<file path="config.mk">
export PLATFORM = sky130hd
export DESIGN_NAME = rxm_top
export DESIGN_NICKNAME = d
export VERILOG_FILES = /design/src/logic/rxm_pkg.sv /design/src/logic/rxm_top.sv
export VERILOG_INCLUDE_DIRS = /design/src /design/src/logic
export SDC_FILE = /design/constraint.sdc
export NUM_CORES = 1
export LEC_CHECK = 0
export BUFFER_PORTS_ARGS = -buffer_cell sky130_fd_sc_hd__buf_4
export CAP_MARGIN = 25
export CORE_MARGIN = 8
export CORE_UTILIZATION = 41
export CTS_CLUSTER_SIZE = 14
export DETAILED_ROUTE_END_ITERATION = 8
export PLACE_DENSITY_LB_ADDON = 0.3
export RECOVER_POWER = 25
export SYNTH_ARGS = -nofsm -noshare
export SYNTH_HDL_FRONTEND = slang
export SYNTH_HIERARCHICAL = 1
export SYNTH_SLANG_ARGS = --single-unit
</file>
<file path="constraint.sdc">
create_clock -name REF_CLK -period 3.6 [get_ports REF_CLK]
set_input_delay 0.18 -clock REF_CLK [delete_from_list [all_inputs] [get_ports REF_CLK]]
set_output_delay 0.18 -clock REF_CLK [all_outputs]
set_load 0.05 [all_outputs]
</file>
<file path="src/logic/rxm_defines.svh">
// constants for the receiver error interrupt mask block
// assumes a byte-wide control port with 7-bit register addresses
// Functional notes
// mask bit 6 lets the emphasis flag interrupt when one.
// mask bit 5 lets the non-audio payload flag interrupt when one.
// mask bit 4 lets the non-audio preamble-type flag interrupt when one.
// mask bit 3 lets the checksum fault flag interrupt when one.
// mask bit 2 lets the input-absent flag interrupt when one.
// mask bit 1 lets the biphase or parity fault flag interrupt when one.
// mask bit 0 lets the lock flag interrupt when one.
// mask bit 7 lets the received validity flag interrupt when one.
// checksum fault flag stays set until the error status register is read.
// input-absent flag follows the stream; after a read only changes interrupt.
`ifndef RXM_DEFINES_SVH
`define RXM_DEFINES_SVH

`define RXM_ADDR_W        7
`define RXM_STATUS_ADDR   7'h18
`define RXM_MASK_ADDR     7'h19
`define RXM_MASK_RESET    8'h00

`define RXM_BIT_VALID     7
`define RXM_BIT_EMPH      6
`define RXM_BIT_NONAUDIO  5
`define RXM_BIT_PREAMBLE  4
`define RXM_BIT_CHECKSUM  3
`define RXM_BIT_ABSENT    2
`define RXM_BIT_BIPHASE   1
`define RXM_BIT_LOCK      0

// bits that latch until read; the rest are levels reported on change
`define RXM_STICKY_BITS   8'h0A

`endif

</file>
<file path="src/logic/rxm_pkg.sv">
// types for the receiver error interrupt mask block
// assumes rxm_defines.svh supplies all numeric constants
package rxm_pkg;

	typedef logic [7:0] rxm_byte_t;

endpackage : rxm_pkg

</file>
<file path="src/logic/rxm_top.sv">
// receiver error status, interrupt mask and interrupt request
// assumes a synchronous byte-wide control port and flags sampled on REF_CLK
`timescale 1ns/1ps
`include "rxm_defines.svh"

// one receiver flag: change or fault capture, read clear, mask gate
module rxm_flag_cell
	import rxm_pkg::*;
#(
	parameter bit STICKY = 1'b0
)
(
	input  wire logic clk,
	input  wire logic rst,
	input  wire logic flag_in,
	input  wire logic clear,
	input  wire logic gate,
	output      logic view,
	output      logic req
);

	logic level_q;
	logic hold_q;

	// previous level for change detection
	always_ff @(posedge clk)
	begin
		if (rst)
			level_q <= 1'b0;
		else
			level_q <= flag_in;
	end

	// held event; a new event wins over the read clear
	always_ff @(posedge clk)
	begin
		if (rst)
			hold_q <= 1'b0;
		else if (STICKY)
			hold_q <= (hold_q & ~clear) | flag_in;
		else
			hold_q <= (hold_q & ~clear) | (flag_in ^ level_q);
	end

	// faults shown latched, levels shown live
	assign view = STICKY ? hold_q : flag_in;

	// mask gate on the held event
	assign req  = hold_q & gate;

endmodule : rxm_flag_cell

module rxm_top
	import rxm_pkg::*;
(
	input  wire logic                   REF_CLK,
	input  wire logic                   RST,
	input  wire logic [`RXM_ADDR_W-1:0] REG_ADDR,
	input  wire logic                   REG_WR,
	input  wire logic                   REG_RD,
	input  wire logic [7:0]             REG_WDATA,
	output      logic [7:0]             REG_RDATA,
	input  wire logic [7:0]             RX_FLAGS,
	output      logic                   RX_ERR_IRQ
);

	localparam rxm_byte_t sticky_m = `RXM_STICKY_BITS;

	rxm_byte_t mask_q;
	rxm_byte_t status_view;
	rxm_byte_t gated_req;
	logic      mask_wr;
	logic      status_rd;

	assign mask_wr   = REG_WR && (REG_ADDR == `RXM_MASK_ADDR);
	assign status_rd = REG_RD && (REG_ADDR == `RXM_STATUS_ADDR);

	// mask register
	always_ff @(posedge REF_CLK)
	begin
		if (RST)
			mask_q <= `RXM_MASK_RESET;
		else if (mask_wr)
			mask_q <= REG_WDATA;
	end

	// received validity flag
	rxm_flag_cell #(
		.STICKY (sticky_m[`RXM_BIT_VALID])
	) u_rxm_flag_cell_valid (
		.clk     (REF_CLK),
		.rst     (RST),
		.flag_in (RX_FLAGS[`RXM_BIT_VALID]),
		.clear   (status_rd),
		.gate    (mask_q[`RXM_BIT_VALID]),
		.view    (status_view[`RXM_BIT_VALID]),
		.req     (gated_req[`RXM_BIT_VALID])
	);

	// emphasis flag
	rxm_flag_cell #(
		.STICKY (sticky_m[`RXM_BIT_EMPH])
	) u_rxm_flag_cell_emph (
		.clk     (REF_CLK),
		.rst     (RST),
		.flag_in (RX_FLAGS[`RXM_BIT_EMPH]),
		.clear   (status_rd),
		.gate    (mask_q[`RXM_BIT_EMPH]),
		.view    (status_view[`RXM_BIT_EMPH]),
		.req     (gated_req[`RXM_BIT_EMPH])
	);

	// non-audio payload flag
	rxm_flag_cell #(
		.STICKY (sticky_m[`RXM_BIT_NONAUDIO])
	) u_rxm_flag_cell_nonaudio (
		.clk     (REF_CLK),
		.rst     (RST),
		.flag_in (RX_FLAGS[`RXM_BIT_NONAUDIO]),
		.clear   (status_rd),
		.gate    (mask_q[`RXM_BIT_NONAUDIO]),
		.view    (status_view[`RXM_BIT_NONAUDIO]),
		.req     (gated_req[`RXM_BIT_NONAUDIO])
	);

	// non-audio preamble-type flag
	rxm_flag_cell #(
		.STICKY (sticky_m[`RXM_BIT_PREAMBLE])
	) u_rxm_flag_cell_preamble (
		.clk     (REF_CLK),
		.rst     (RST),
		.flag_in (RX_FLAGS[`RXM_BIT_PREAMBLE]),
		.clear   (status_rd),
		.gate    (mask_q[`RXM_BIT_PREAMBLE]),
		.view    (status_view[`RXM_BIT_PREAMBLE]),
		.req     (gated_req[`RXM_BIT_PREAMBLE])
	);

	// channel-status checksum fault, latched until read
	rxm_flag_cell #(
		.STICKY (sticky_m[`RXM_BIT_CHECKSUM])
	) u_rxm_flag_cell_checksum (
		.clk     (REF_CLK),
		.rst     (RST),
		.flag_in (RX_FLAGS[`RXM_BIT_CHECKSUM]),
		.clear   (status_rd),
		.gate    (mask_q[`RXM_BIT_CHECKSUM]),
		.view    (status_view[`RXM_BIT_CHECKSUM]),
		.req     (gated_req[`RXM_BIT_CHECKSUM])
	);

	// input-absent flag
	rxm_flag_cell #(
		.STICKY (sticky_m[`RXM_BIT_ABSENT])
	) u_rxm_flag_cell_absent (
		.clk     (REF_CLK),
		.rst     (RST),
		.flag_in (RX_FLAGS[`RXM_BIT_ABSENT]),
		.clear   (status_rd),
		.gate    (mask_q[`RXM_BIT_ABSENT]),
		.view    (status_view[`RXM_BIT_ABSENT]),
		.req     (gated_req[`RXM_BIT_ABSENT])
	);

	// biphase or parity fault, latched until read
	rxm_flag_cell #(
		.STICKY (sticky_m[`RXM_BIT_BIPHASE])
	) u_rxm_flag_cell_biphase (
		.clk     (REF_CLK),
		.rst     (RST),
		.flag_in (RX_FLAGS[`RXM_BIT_BIPHASE]),
		.clear   (status_rd),
		.gate    (mask_q[`RXM_BIT_BIPHASE]),
		.view    (status_view[`RXM_BIT_BIPHASE]),
		.req     (gated_req[`RXM_BIT_BIPHASE])
	);

	// receiver lock flag
	rxm_flag_cell #(
		.STICKY (sticky_m[`RXM_BIT_LOCK])
	) u_rxm_flag_cell_lock (
		.clk     (REF_CLK),
		.rst     (RST),
		.flag_in (RX_FLAGS[`RXM_BIT_LOCK]),
		.clear   (status_rd),
		.gate    (mask_q[`RXM_BIT_LOCK]),
		.view    (status_view[`RXM_BIT_LOCK]),
		.req     (gated_req[`RXM_BIT_LOCK])
	);

	// gated interrupt request
	always_ff @(posedge REF_CLK)
	begin
		if (RST)
			RX_ERR_IRQ <= 1'b0;
		else
			RX_ERR_IRQ <= |gated_req;
	end

	// read data, one cycle after the strobe
	always_ff @(posedge REF_CLK)
	begin
		if (RST)
			REG_RDATA <= 8'h00;
		else if (REG_RD)
		begin
			case (REG_ADDR)
				`RXM_STATUS_ADDR: REG_RDATA <= status_view;
				`RXM_MASK_ADDR:   REG_RDATA <= mask_q;
				default:          REG_RDATA <= 8'h00;
			endcase
		end
	end

endmodule : rxm_top

</file>
# After elaboration in Yosys (flattened, before gate mapping)
# Cells that the tools add are included.
[word_totals]
reg_bits = 31
input_bits = 27
output_inout_bits = 9
elab_cells = 54
[classes]
eq_ne = 2
muxes = 1
bitwise = 31
reduce_logical = 3
[op_table]
columns = ["operator", "count"]
rows = [
  ["1-bit AND", 16],
  ["8-bit case mux with 2 select lines", 1],
  ["7-bit by 5-bit equality test with 1-bit output (second input constant)", 2],
  ["1-bit bitwise OR", 8],
  ["8-bit OR reduction", 1],
  ["1-bit bitwise XOR", 6],
  ["1-bit logical AND", 2],
  ["1-bit NOT", 1],
]

# Depth between registers and ports, before layout
# Gate-level depths: netlist of the first run.
[logic_depth]
word_depth = 5
ltp_mapped = 6
depth_no_buf = 5

# Hierarchy
# The synthesis of the first run kept the hierarchy.
[by_module_without_submodules]
columns = ["mod", "n_inst", "cells_per_inst", "area_per_inst_um2", "seq_area_each_um2"]
rows = [
  ["rxm_top", 1, 83, 795.8, 340.3],
  ["rxm_flag_cell (u_rxm_flag_cell_absent ...)", 6, 8, 80.1, 40.0],
  ["rxm_flag_cell (u_rxm_flag_cell_biphase ...)", 2, 5, 45.0, 20.0],
]

# Worst setup path after synthesis of the first run
# Ideal clock, no wire load.
[synth_path]
path_type = "input-to-reg"
startpoint = "input port REG_ADDR[1]"
endpoint = "register u_rxm_flag_cell_biphase.hold_q (netlist: u_rxm_flag_cell_biphase/view)"
setup_time_ns = 0.114
arrival_time_ns = 1.382
t_required_ns = 3.486
slack_ns = 2.104
stages = 5
path_buffers = 0
cell_sequence = "nor4b_4 > nand2_4 > nor3b_1 > nand2b_1 > a21oi_2"
[synth_between]
elab_chain_len = 5
[synth_lines]
columns = ["element", "line_no", "source"]
rows = [
  ["start, declared", "rxm_top.sv:58", "input wire logic [`RXM_ADDR_W-1:0] REG_ADDR,"],
  ["7-bit by 5-bit equality test with 1-bit output", "n/a", ""],
  ["1-bit logical AND", "rxm_top.sv:76", "assign status_rd = REG_RD && (REG_ADDR == `RXM_STATUS_ADDR);"],
  ["net status_rd", "rxm_top.sv:73", "logic status_rd;"],
  ["1-bit NOT", "rxm_top.sv:40", "hold_q <= (hold_q & ~clear) | flag_in;"],
  ["1-bit AND", "rxm_top.sv:40", ""],
  ["1-bit bitwise OR", "rxm_top.sv:40", ""],
  ["end signal, assigned", "rxm_top.sv:40", ""],
  ["end signal, assigned", "rxm_top.sv:42", "hold_q <= (hold_q & ~clear) | (flag_in ^ level_q);"],
  ["end, declared", "rxm_top.sv:23", "logic hold_q;"],
]
# The timed path passes the listed nets, and every way through them passes these cells.
# A chain may end at the register's enable or synchronous reset.

# Worst setup path after layout of the first run
# Ends and elaborated chain as after synthesis.

==> results.cfg, run 1 <==
[synth]
yosysUniqueCellTypes = 23
synth_top_area_share_pct = 45.4
synth_seq_cells = 31
synth_fa_ha_area_share_pct = 0
synth_area_sq_um = 1370
synth.largest_area_cell = dfxtp_1
yosys-top-cells-area = dfxtp_1 45%, nand2b_1 7.8%, mux2i_1 5.9%, a21oi_1 5.5%, o32ai_1 5.1%
synth-simple-area-share_pct = 24.2
synthesis.nets = 168
synth_compound_area_share_pct = 14.8
synth-xor-area-share_pct = 3.85
synthMuxAreaShare_pct = 5.86
netlist_instances = 141
ys_seq_area_share_pct = 45.4
synth_top_family_by_area = simple AND/OR/NAND/NOR gates
yosysWarnings = 6
avgSynthCellArea_sq_um = 9.69

[clock_network]
cts_made_buffers = 5
clkSlewWorstSetupHoldPaths_ns = 0.09
cts.sinks = 31
cts_tree = done
worstSkewPairLatency_ns = 0.33
cts_hold_buf = 0
post_cts_resize_count = 0
htree_num_levels = 2
clockBufferDepth = 2
root_buffer = clkbuf_4
post_cts_buffers = 0

[worst_setup_path]
crit_type = in -> reg
reg2reg_depth = 3
r2r-end = RX_ERR_IRQ$_SDFF_PP0_
required_ns = 3.76
start_kind = primary input
reg2reg_slack_ns = 2.55
arrival_ns = 1.86
crit_path_end_kind = flop
cp_slowest_stage_delay_ns = 0.57
cp_max_fo = 9
r2r_start = u_rxm_flag_cell_biphase/view$_SDFF_PP0_
crit_slowest_cell = nor3b_1
worstPathCellList = buf_4 -> nor4b_4 -> nand2_4 -> nor3b_1 -> nand2b_1 -> a21oi_2

[placement]
place_congestion = 0.761
dpl.hpwl_mm = 2.41
placed_area_sq_um = 1610
numPlacedInstances = 209
port_buffers = 35

[global_route]
grt_max_degree = 33
antenna_found_initial = 0
groute.usage.overall_pct = 12.4
grt_pass1_vias = 1119
grt_pass1_wl_mm = 5.04
grt_overflow_total = 0

[routing]
first_pass_iters = 4
wl_per_cell_microns = 14.6
vias_per_cell = 5.03
drc = 0
vias = 1091
drtAntennaViolNets = 0
wl_mm = 3.16
drt_iter0_drc = 28

[sta]
slew_violations = 0
worst_pin_slew_ns = 1.36
finalSetupViolCount = 0
slew_headroom_pct = 9.20
post-route-min-period_ns = 1.70
whs_ns = 0.0862
finalCritPeriodShare_pct = 47.2
rsz0062_at_grt = false
max_freq_mhz = 589
fin_skew_ns = 0.00649
hold_violations = 0
setup_tns_ns = 0

[floorplan]
start_util_pct = 41.9
coreArea_sq_um = 3260
num_rows = 21
dieArea_sq_um = 5440
die_x_microns = 73.7
die_y_microns = 73.7
ios = 36

[pwr]
power.leakage_nw = 0.658
p_switching_mw = 0.154
swShare_pct = 23.4
pwr-share-comb_pct = 10.7
intPower_mw = 0.506
peakVddDrop_mv = 0.262
pwr_density_cell_nw_per_um2 = 394
total_power_mw = 0.661
pwr-share-seq_pct = 54.5
clkPwrFrac_pct = 34.8

[min_path]
hold_end = u_rxm_flag_cell_preamble/level_q$_SDFF_PP0_
min_path_type = in -> reg
hp-start = RX_FLAGS[4]
hold_depth = 2

[cells_and_area]
nFillCells = 331
top_regs = REG_RDATA: 8 flops, mask_q: 8 flops
drive_above_1_share_pct = 25.7
antennaDiodeCount = 0
fin_cells = 217
layout.nets = 197
fin_area_sq_um = 1680
syn2layout_area_growth_pct = 22.6

[job]
cap_violations = 0

[status]
status = completed
==> per-stage QoR <==
step                      setup slack [ns]  util (%)
after CTS                             1.95      51.7
after detailed placement              1.60      49.5
after global routing                  1.75      51.4
final                                 1.90      51.4
after floorplan                       2.10         -
after global placement                1.67      49.5
==> power groups by stage <==
stage / sequential, mW / clock [mW] / combinational (mW)
finish: 0.360 / 0.230 / 0.0706
global route: 0.362 / 0.249 / 0.0763
CTS: 0.360 / 0.237 / 0.0710
detailed placement: 0.368 / 0 / 0.0708
global placement: 0.368 / 0 / 0.0681
floorplan: 0.367 / 0 / 0.0404
==> how the worst max path moves through the flow <==
stage           startpoint                                  endpoint  slack (ns)  depth (start not counted)
2_1_floorplan  REG_ADDR[1]   u_rxm_flag_cell_biphase/view$_SDFF_PP0_        2.10                          5
3_3_place_gp   REG_ADDR[1]  u_rxm_flag_cell_checksum/view$_SDFF_PP0_        1.67                          6
3_5_place_dp   REG_ADDR[1]  u_rxm_flag_cell_checksum/view$_SDFF_PP0_        1.60                          6
4_1_cts        REG_ADDR[1]   u_rxm_flag_cell_biphase/view$_SDFF_PP0_        1.95                          6
5_1_grt        REG_ADDR[2]   u_rxm_flag_cell_biphase/view$_SDFF_PP0_        1.75                          6
6_report       REG_ADDR[1]   u_rxm_flag_cell_biphase/view$_SDFF_PP0_        1.90                          6
==> worst max-delay path: cells and delay by family <==
kind / cells / cell delay [ns]
AND/OR/NAND/NOR: 4 / 1.49
AO/OA/AOI/OAI: 1 / 0.06
buffers and inverters: 1 / 0.12
==> synth_stat cells <==
cell,instances
o21ai_0,8
buf_4,6
buf_2,1
mux2i_1,8
clkbuf_1,5
nand4b_1,1
nor3b_1,1
or4b_1,1
dfxtp_1,31
nand4_1,8
a21oi_2,2
o32ai_1,8
a21oi_1,15
xnor2_1,6
nand2b_1,17
nand2_4,1
inv_1,2
nor4b_4,1
nor4_1,2
buf_1,1
and2_0,1
nor2b_1,7
and2_1,8
==> final cells by class <==
| cell class | instances | area, sq um | share of cell area (%) |
|---|---|---|---|
| Tap cell | 46 | 57.6 | 3.44 |
| Multi-Input combinational cell | 95 | 666 | 39.7 |
| Sequential cell | 31 | 621 | 37.0 |
| Inverter | 2 | 7.51 | 0.448 |
| Timing Repair Buffer | 35 | 255 | 15.2 |
| Clock buffer | 8 | 68.8 | 4.11 |
==> kinds of logic after synthesis <==
group / count (synthesis)
multiplexers: 8
buffers and inverters: 15
AO/OA/AOI/OAI: 33
XOR/XNOR: 6
AND/OR/NAND/NOR: 48
flip-flops: 31
==> layout by cell type (no fill, tap or decap) <==
master / n
nor4_1: 2
nand4_1: 8
nand2b_1: 17
clkbuf_1: 3
or4b_1: 1
nand4b_1: 1
xnor2_1: 6
dfxtp_1: 31
nor2b_1: 7
o21ai_0: 8
inv_1: 2
a21oi_2: 2
and2_1: 8
nor4b_4: 1
o32ai_1: 8
clkbuf_4: 5
mux2i_1: 8
nor3b_1: 1
a21oi_1: 15
and2_0: 1
nand2_4: 1
buf_4: 33
clkbuf_8: 2
==> routing by layer <==
| metal | wire length, microns | vias to the layer above | track usage (%) | share of wire, % |
|---|---|---|---|---|
| li1 | - | 553 | - | - |
| met1 | 1300 | 510 | 12.3 | 41 |
| met2 | 1640 | 23 | 21.9 | 52 |
| met3 | 167 | 5 | 4.09 | 5.3 |
| met4 | 53 | 0 | 7.32 | 1.7 |
| met5 | 0 | - | 0 | 0 |
(Power assumes the default switching activity.)
==> run 2, diff against run 1 <==
--- a/config.mk
+++ b/config.mk
@@ -6,6 +6,7 @@
 export SDC_FILE = /design/constraint.sdc
 export NUM_CORES = 1
 export LEC_CHECK = 0
+export ABC_AREA = 1
 export BUFFER_PORTS_ARGS = -buffer_cell sky130_fd_sc_hd__buf_4
 export CAP_MARGIN = 25
 export CORE_MARGIN = 8
==> constraint.sdc (replaced) <==
create_clock -name REF_CLK -period 1.4 [get_ports REF_CLK]
set_input_delay 0.07 -clock REF_CLK [delete_from_list [all_inputs] [get_ports REF_CLK]]
set_output_delay 0.07 -clock REF_CLK [all_outputs]
set_load 0.05 [all_outputs]
==> results.cfg, run 2 <==
[synth]
synth.largest_area_cell = dfxtp_1
ys_top_cells_by_count = 55 x inv_1, 50 x nand2_1, 31 x dfxtp_1, 24 x nor2_1, 22 x nand3_1
synth_top_area_share_pct = 40.3
ys.flop_type = dfxtp_1
netlist_instances = 229
avgSynthCellArea_sq_um = 6.73
async_flop_share_pct = 0
synth-simple-area-share_pct = 35.2
synth_edf_count = 0
synth-xor-area-share_pct = 0
synthMuxAreaShare_pct = 0
synth_fa_ha_area_share_pct = 0
ys_seq_area_share_pct = 40.3
synth_top_family_by_area = simple AND/OR/NAND/NOR gates
synth_area_sq_um = 1540
yosysUniqueCellTypes = 20
synth_most_common_cell = inv_1
yosys-top-cells-area = dfxtp_1 40%, inv_1 13%, nand2_1 12%, nand3_1 7.1%, nor2_1 5.8%
synth_seq_cells = 31
synthesis.nets = 256
yosysWarnings = 6
synth_compound_area_share_pct = 6.66

[routing]
top_layer = met4
first_pass_iters = 4
wl_met2_mm = 1.56
vias_per_cell = 4.47
wl_per_cell_microns = 11.0
wl_met3_microns = 186
drc = 0
drtAntennaViolNets = 0
wl_mm = 3.45
drt-met1-wl_mm = 1.66
vias = 1404
drt_iter0_drc = 58

[worst_setup_path]
crit_type = reg -> out
required_ns = 1.33
cp_slowest_stage_delay_ns = 0.46
cp.depth = 1
reg2reg_depth = 4
arrival_ns = 1.04
crit_slowest_cell = clkbuf_1
worstPathCellList = clkbuf_1
crit_path_end_kind = output pin
path_delay_family = buffers and inverters
start_kind = flop
cp_max_fo = 1
cp.buffers_inverters = 1

[global_route]
grt_overflow_total = 0
grt_pass1_wl_mm = 6.00
grt_max_degree = 32
grt_pass1_vias = 1372
groute.usage.overall_pct = 12.2
antenna_found_initial = 0

[cells_and_area]
drive_above_1_share_pct = 20.7
antennaDiodeCount = 0
final_cell_mix = 55 x inv_1, 50 x nand2_1, 36 x buf_4
layout.nets = 292
top_regs = REG_RDATA: 8 flops, mask_q: 8 flops
syn2layout_area_growth_pct = 23.2
mostFrequentLayoutCell = inv_1

[floorplan]
coreArea_sq_um = 3630
start_util_pct = 42.4
die_x_microns = 77.3
num_rows = 22
dieArea_sq_um = 5980
ios = 36
die_y_microns = 77.3

[clock_network]
cts_hold_buf = 0
cts_made_buffers = 5
cts_tree = done
worstSkewPairLatency_ns = 0.27
cts.sinks = 31
clockBufferDepth = 2
root_buffer = clkbuf_8
clkSlewWorstSetupHoldPaths_ns = 0.06
post_cts_buffers = 0
htree_num_levels = 2
post_cts_resize_count = 0

[sta]
finalCritPeriodShare_pct = 79.3
slew_violations = 0
rsz0062_at_grt = false
post-route-min-period_ns = 1.11
slew_headroom_pct = 55.7
max_freq_mhz = 901
finalSetupViolCount = 0
worst_pin_slew_ns = 0.664
fin_skew_ns = 0.00258
setup_tns_ns = 0
hold_violations = 0

[placement]
port_buffers = 35
place_congestion = 0.753
dpl.hpwl_mm = 2.59

[pwr]
total_power_mw = 1.78
pwr_density_cell_nw_per_um2 = 937
power.leakage_nw = 0.998
peakVddDrop_mv = 0.521

[min_path]
min_path_type = in -> reg
hold_depth = 3

[job]
cap_violations = 0

[status]
status = completed
-- run 2: cell types whose count changed after synthesis, moves of 8 or more --
cell / before / now
nand3_1: 0 / 22
nand2b_1: 17 / 0
o32ai_1: 8 / 0
inv_1: 2 / 55
nor3_1: 0 / 8
nand4_1: 8 / 0
nand2_1: 0 / 50
nor2_1: 0 / 24
mux2i_1: 8 / 0
and2_1: 8 / 0
-- run 2: cell type report --
class	count	area [sq um]
Multi-Input combinational cell	133	646
Timing Repair Buffer	39	283
Clock buffer	5	68.8
Fill cell	381	1730
Inverter	55	206
Tap cell	48	60.1
Clock inverter	3	15.0
Sequential cell	31	621
-- run 2: through the flow --
stage / util [%] / setup slack (ns) / instance area [sq um] / hold WS, ns / std cells
3_3_place_gp: 50.2 / 0.283 / 1830 / 0.303 / 306
6_report: 52.3 / 0.290 / 1900 / 0.0236 / 314
2_1_floorplan: - / 0.272 / 1540 / 0.132 / 229
5_1_grt: 52.3 / 0.261 / 1900 / 0.0402 / 314
3_5_place_dp: 50.2 / 0.175 / 1830 / 0.311 / 306
4_1_cts: 52.5 / 0.376 / 1910 / 0.0235 / 314
-- run 2: tightest hold or removal path, stage by stage --
cell,delay (ns)
buf_4,0.09
inv_1,0.04
nor2_1,0.06
-- run 2: kinds of logic (layout without fill, tap and decap cells) --
family	after synthesis	in the layout
AO/OA/AOI/OAI	19	19
buffers and inverters	65	102
flip-flops	31	31
AND/OR/NAND/NOR	114	114
-- run 2: path summary, 6_finish.rpt --
path | slack [ns] | from | to
worst max-delay path | 0.29 | RX_ERR_IRQ$_SDFF_PP0_ | RX_ERR_IRQ
worst min-delay path | 0.02 | RX_FLAGS[6] | u_rxm_flag_cell_emph/level_q$_SDFF_PP0_
worst max register to register | 0.36 | mask_q[5]$_SDFFE_PP0P_ | RX_ERR_IRQ$_SDFF_PP0_
worst min register to register | 0.48 | mask_q[0]$_SDFFE_PP0P_ | mask_q[0]$_SDFFE_PP0P_
-- run 2: where the power goes --
group	internal [mW]	leakage [nW]	total [mW]	switching [mW]
logic	0.0856	0.696	0.191	0.105
clock network	0.339	0.0477	0.661	0.322
registers	0.911	0.254	0.928	0.0171
-- run 2: layer usage --
metal  up-vias  GRT usage (%)
li1        752              -
met1       616           14.6
met2        31           19.5
met3         5           3.85
met4         0           5.09
met5         -              0
==> run 3, diff against run 2 <==
==> constraint.sdc (replaced) <==
create_clock -name REF_CLK -period 1.09 [get_ports REF_CLK]
set_input_delay 0.0545 -clock REF_CLK [delete_from_list [all_inputs] [get_ports REF_CLK]]
set_output_delay 0.0545 -clock REF_CLK [all_outputs]
set_load 0.05 [all_outputs]
==> results.cfg, run 3 (synthesized netlist as in run 2, its figures left out) <==
[status]
status = completed

[sta]
finalSetupViolCount = 0
slew_headroom_pct = 77.2
rsz0062_at_grt = false
setup_tns_ns = 0
worst_pin_slew_ns = 0.342
max_freq_mhz = 1040
finalCritPeriodShare_pct = 88.6
post-route-min-period_ns = 0.965
slew_violations = 0
fin_skew_ns = 0.00415
timing.final.ws_setup_ns = 0.125
hold_violations = 0

[cells_and_area]
antennaDiodeCount = 0
fin_cells = 318
drive_above_1_share_pct = 22.6
mostFrequentLayoutCell = inv_1
final_cell_mix = 55 x inv_1, 50 x nand2_1, 43 x buf_4
layout.nets = 297
top_regs = REG_RDATA: 8 flops, mask_q: 8 flops
syn2layout_area_growth_pct = 25.6
utilization_pct = 53.3
fin_area_sq_um = 1940

[global_route]
groute.usage.overall_pct = 12.1
grt_pass1_vias = 1409
grt_overflow_total = 0
antenna_found_initial = 0
grt_max_degree = 32
grt_pass1_wl_mm = 6.00

[pwr]
pwr-share-comb_pct = 11.0
pwr-share-seq_pct = 51.3
power.leakage_nw = 1.00
peakVddDrop_mv = 0.692
pwr_density_cell_nw_per_um2 = 1200
clkPwrFrac_pct = 37.8
intPower_mw = 1.79
swShare_pct = 23.2
p_switching_mw = 0.539

[floorplan]
ios = 36
die_x_microns = 77.3
dieArea_sq_um = 5980
coreArea_sq_um = 3630
start_util_pct = 42.4
die_y_microns = 77.3
num_rows = 22

[routing]
drtAntennaViolNets = 0
wl_mm = 3.47
vias = 1415
drt_iter0_drc = 78
drc = 0
first_pass_iters = 4
wl_per_cell_microns = 10.9
vias_per_cell = 4.45

[placement]
dp_slack_ns = -0.0202
numPlacedInstances = 311
place_congestion = 0.795
port_buffers = 35
placed_area_sq_um = 1870
dpl.hpwl_mm = 2.64

[worst_setup_path]
arrival_ns = 1.11
r2r_start = mask_q[4]$_SDFFE_PP0P_
cp.buffers_inverters = 1
reg2reg_slack_ns = 0.12
cp_slowest_stage_delay_ns = 0.34
cp-startpoint = mask_q[4]$_SDFFE_PP0P_
cp_max_fo = 3
required_ns = 1.24
r2r-end = RX_ERR_IRQ$_SDFF_PP0_
crit_type = reg -> reg
start_kind = flop
reg2reg_depth = 4
path_delay_family = simple AND/OR/NAND/NOR gates
worstPathCellList = nand2_1 -> inv_1 -> nor4_1 -> a21oi_1
cp.depth = 4
crit_slowest_cell = dfxtp_1
crit_end = RX_ERR_IRQ$_SDFF_PP0_
crit_path_end_kind = flop

[clock_network]
htree_num_levels = 2
post_cts_buffers = 0
root_buffer = clkbuf_8
worstSkewPairLatency_ns = 0.27
post_cts_resize_count = 0
cts_made_buffers = 5
clockBufferDepth = 2
cts.sinks = 31
cts_tree = done
clkSlewWorstSetupHoldPaths_ns = 0.06
cts_hold_buf = 0

[job]
cap_violations = 0

[min_path]
min_path_type = in -> reg
run 3: stage by stage:
step | hold WS (ns) | total power [mW]
CTS | 0.0171 | 2.36
global placement | 0.288 | 1.47
floorplan | 0.117 | 1.36
global route | 0.0392 | 2.44
detailed placement | 0.302 | 1.48
finish | 0.0176 | 2.32
run 3: area by class of cell:
type                            instances  area (sq um)
Fill cell                             389          1700
Clock buffer                            6          82.6
Clock inverter                          1          5.00
Tap cell                               48          60.1
Inverter                               55           206
Timing Repair Buffer                   44           328
Multi-Input combinational cell        133           633
Sequential cell                        31           621
run 3: worst min-delay path by stage:
stage / cells past startpoint / from / slack [ns] / to
after floorplan: 1 / RST / 0.12 / u_rxm_flag_cell_biphase/view$_SDFF_PP0_
after global placement: 3 / RX_FLAGS[6] / 0.29 / u_rxm_flag_cell_emph/level_q$_SDFF_PP0_
after detailed placement: 3 / RX_FLAGS[2] / 0.30 / u_rxm_flag_cell_absent/level_q$_SDFF_PP0_
after CTS: 3 / RX_FLAGS[2] / 0.02 / u_rxm_flag_cell_absent/level_q$_SDFF_PP0_
final: 3 / RX_FLAGS[5] / 0.02 / u_rxm_flag_cell_nonaudio/level_q$_SDFF_PP0_
after global routing: 3 / RX_FLAGS[4] / 0.04 / u_rxm_flag_cell_preamble/level_q$_SDFF_PP0_
run 3: power groups by stage:
stage / clock network, mW / logic [mW] / registers, mW
after floorplan: 0 / 0.145 / 1.21
after global placement: 0 / 0.258 / 1.22
after detailed placement: 0 / 0.261 / 1.22
after CTS: 0.907 / 0.262 / 1.19
after global routing: 0.962 / 0.287 / 1.20
final: 0.878 / 0.255 / 1.19
run 3: tightest hold or removal path, cell delays in order:
cell and delay [ns]:
buf_4 0.09, inv_1 0.04, nor2_1 0.07
run 3: per-layer routing:
| layer | up-vias | wire length, microns | track usage [%] |
|---|---|---|---|
| met2 | 28 | 1630 | 19.7 |
| met1 | 623 | 1640 | 14.4 |
| met3 | 2 | 160 | 2.91 |
| met5 | - | 0 | 0 |
| li1 | 762 | - | - |
| met4 | 0 | 38 | 6.04 |
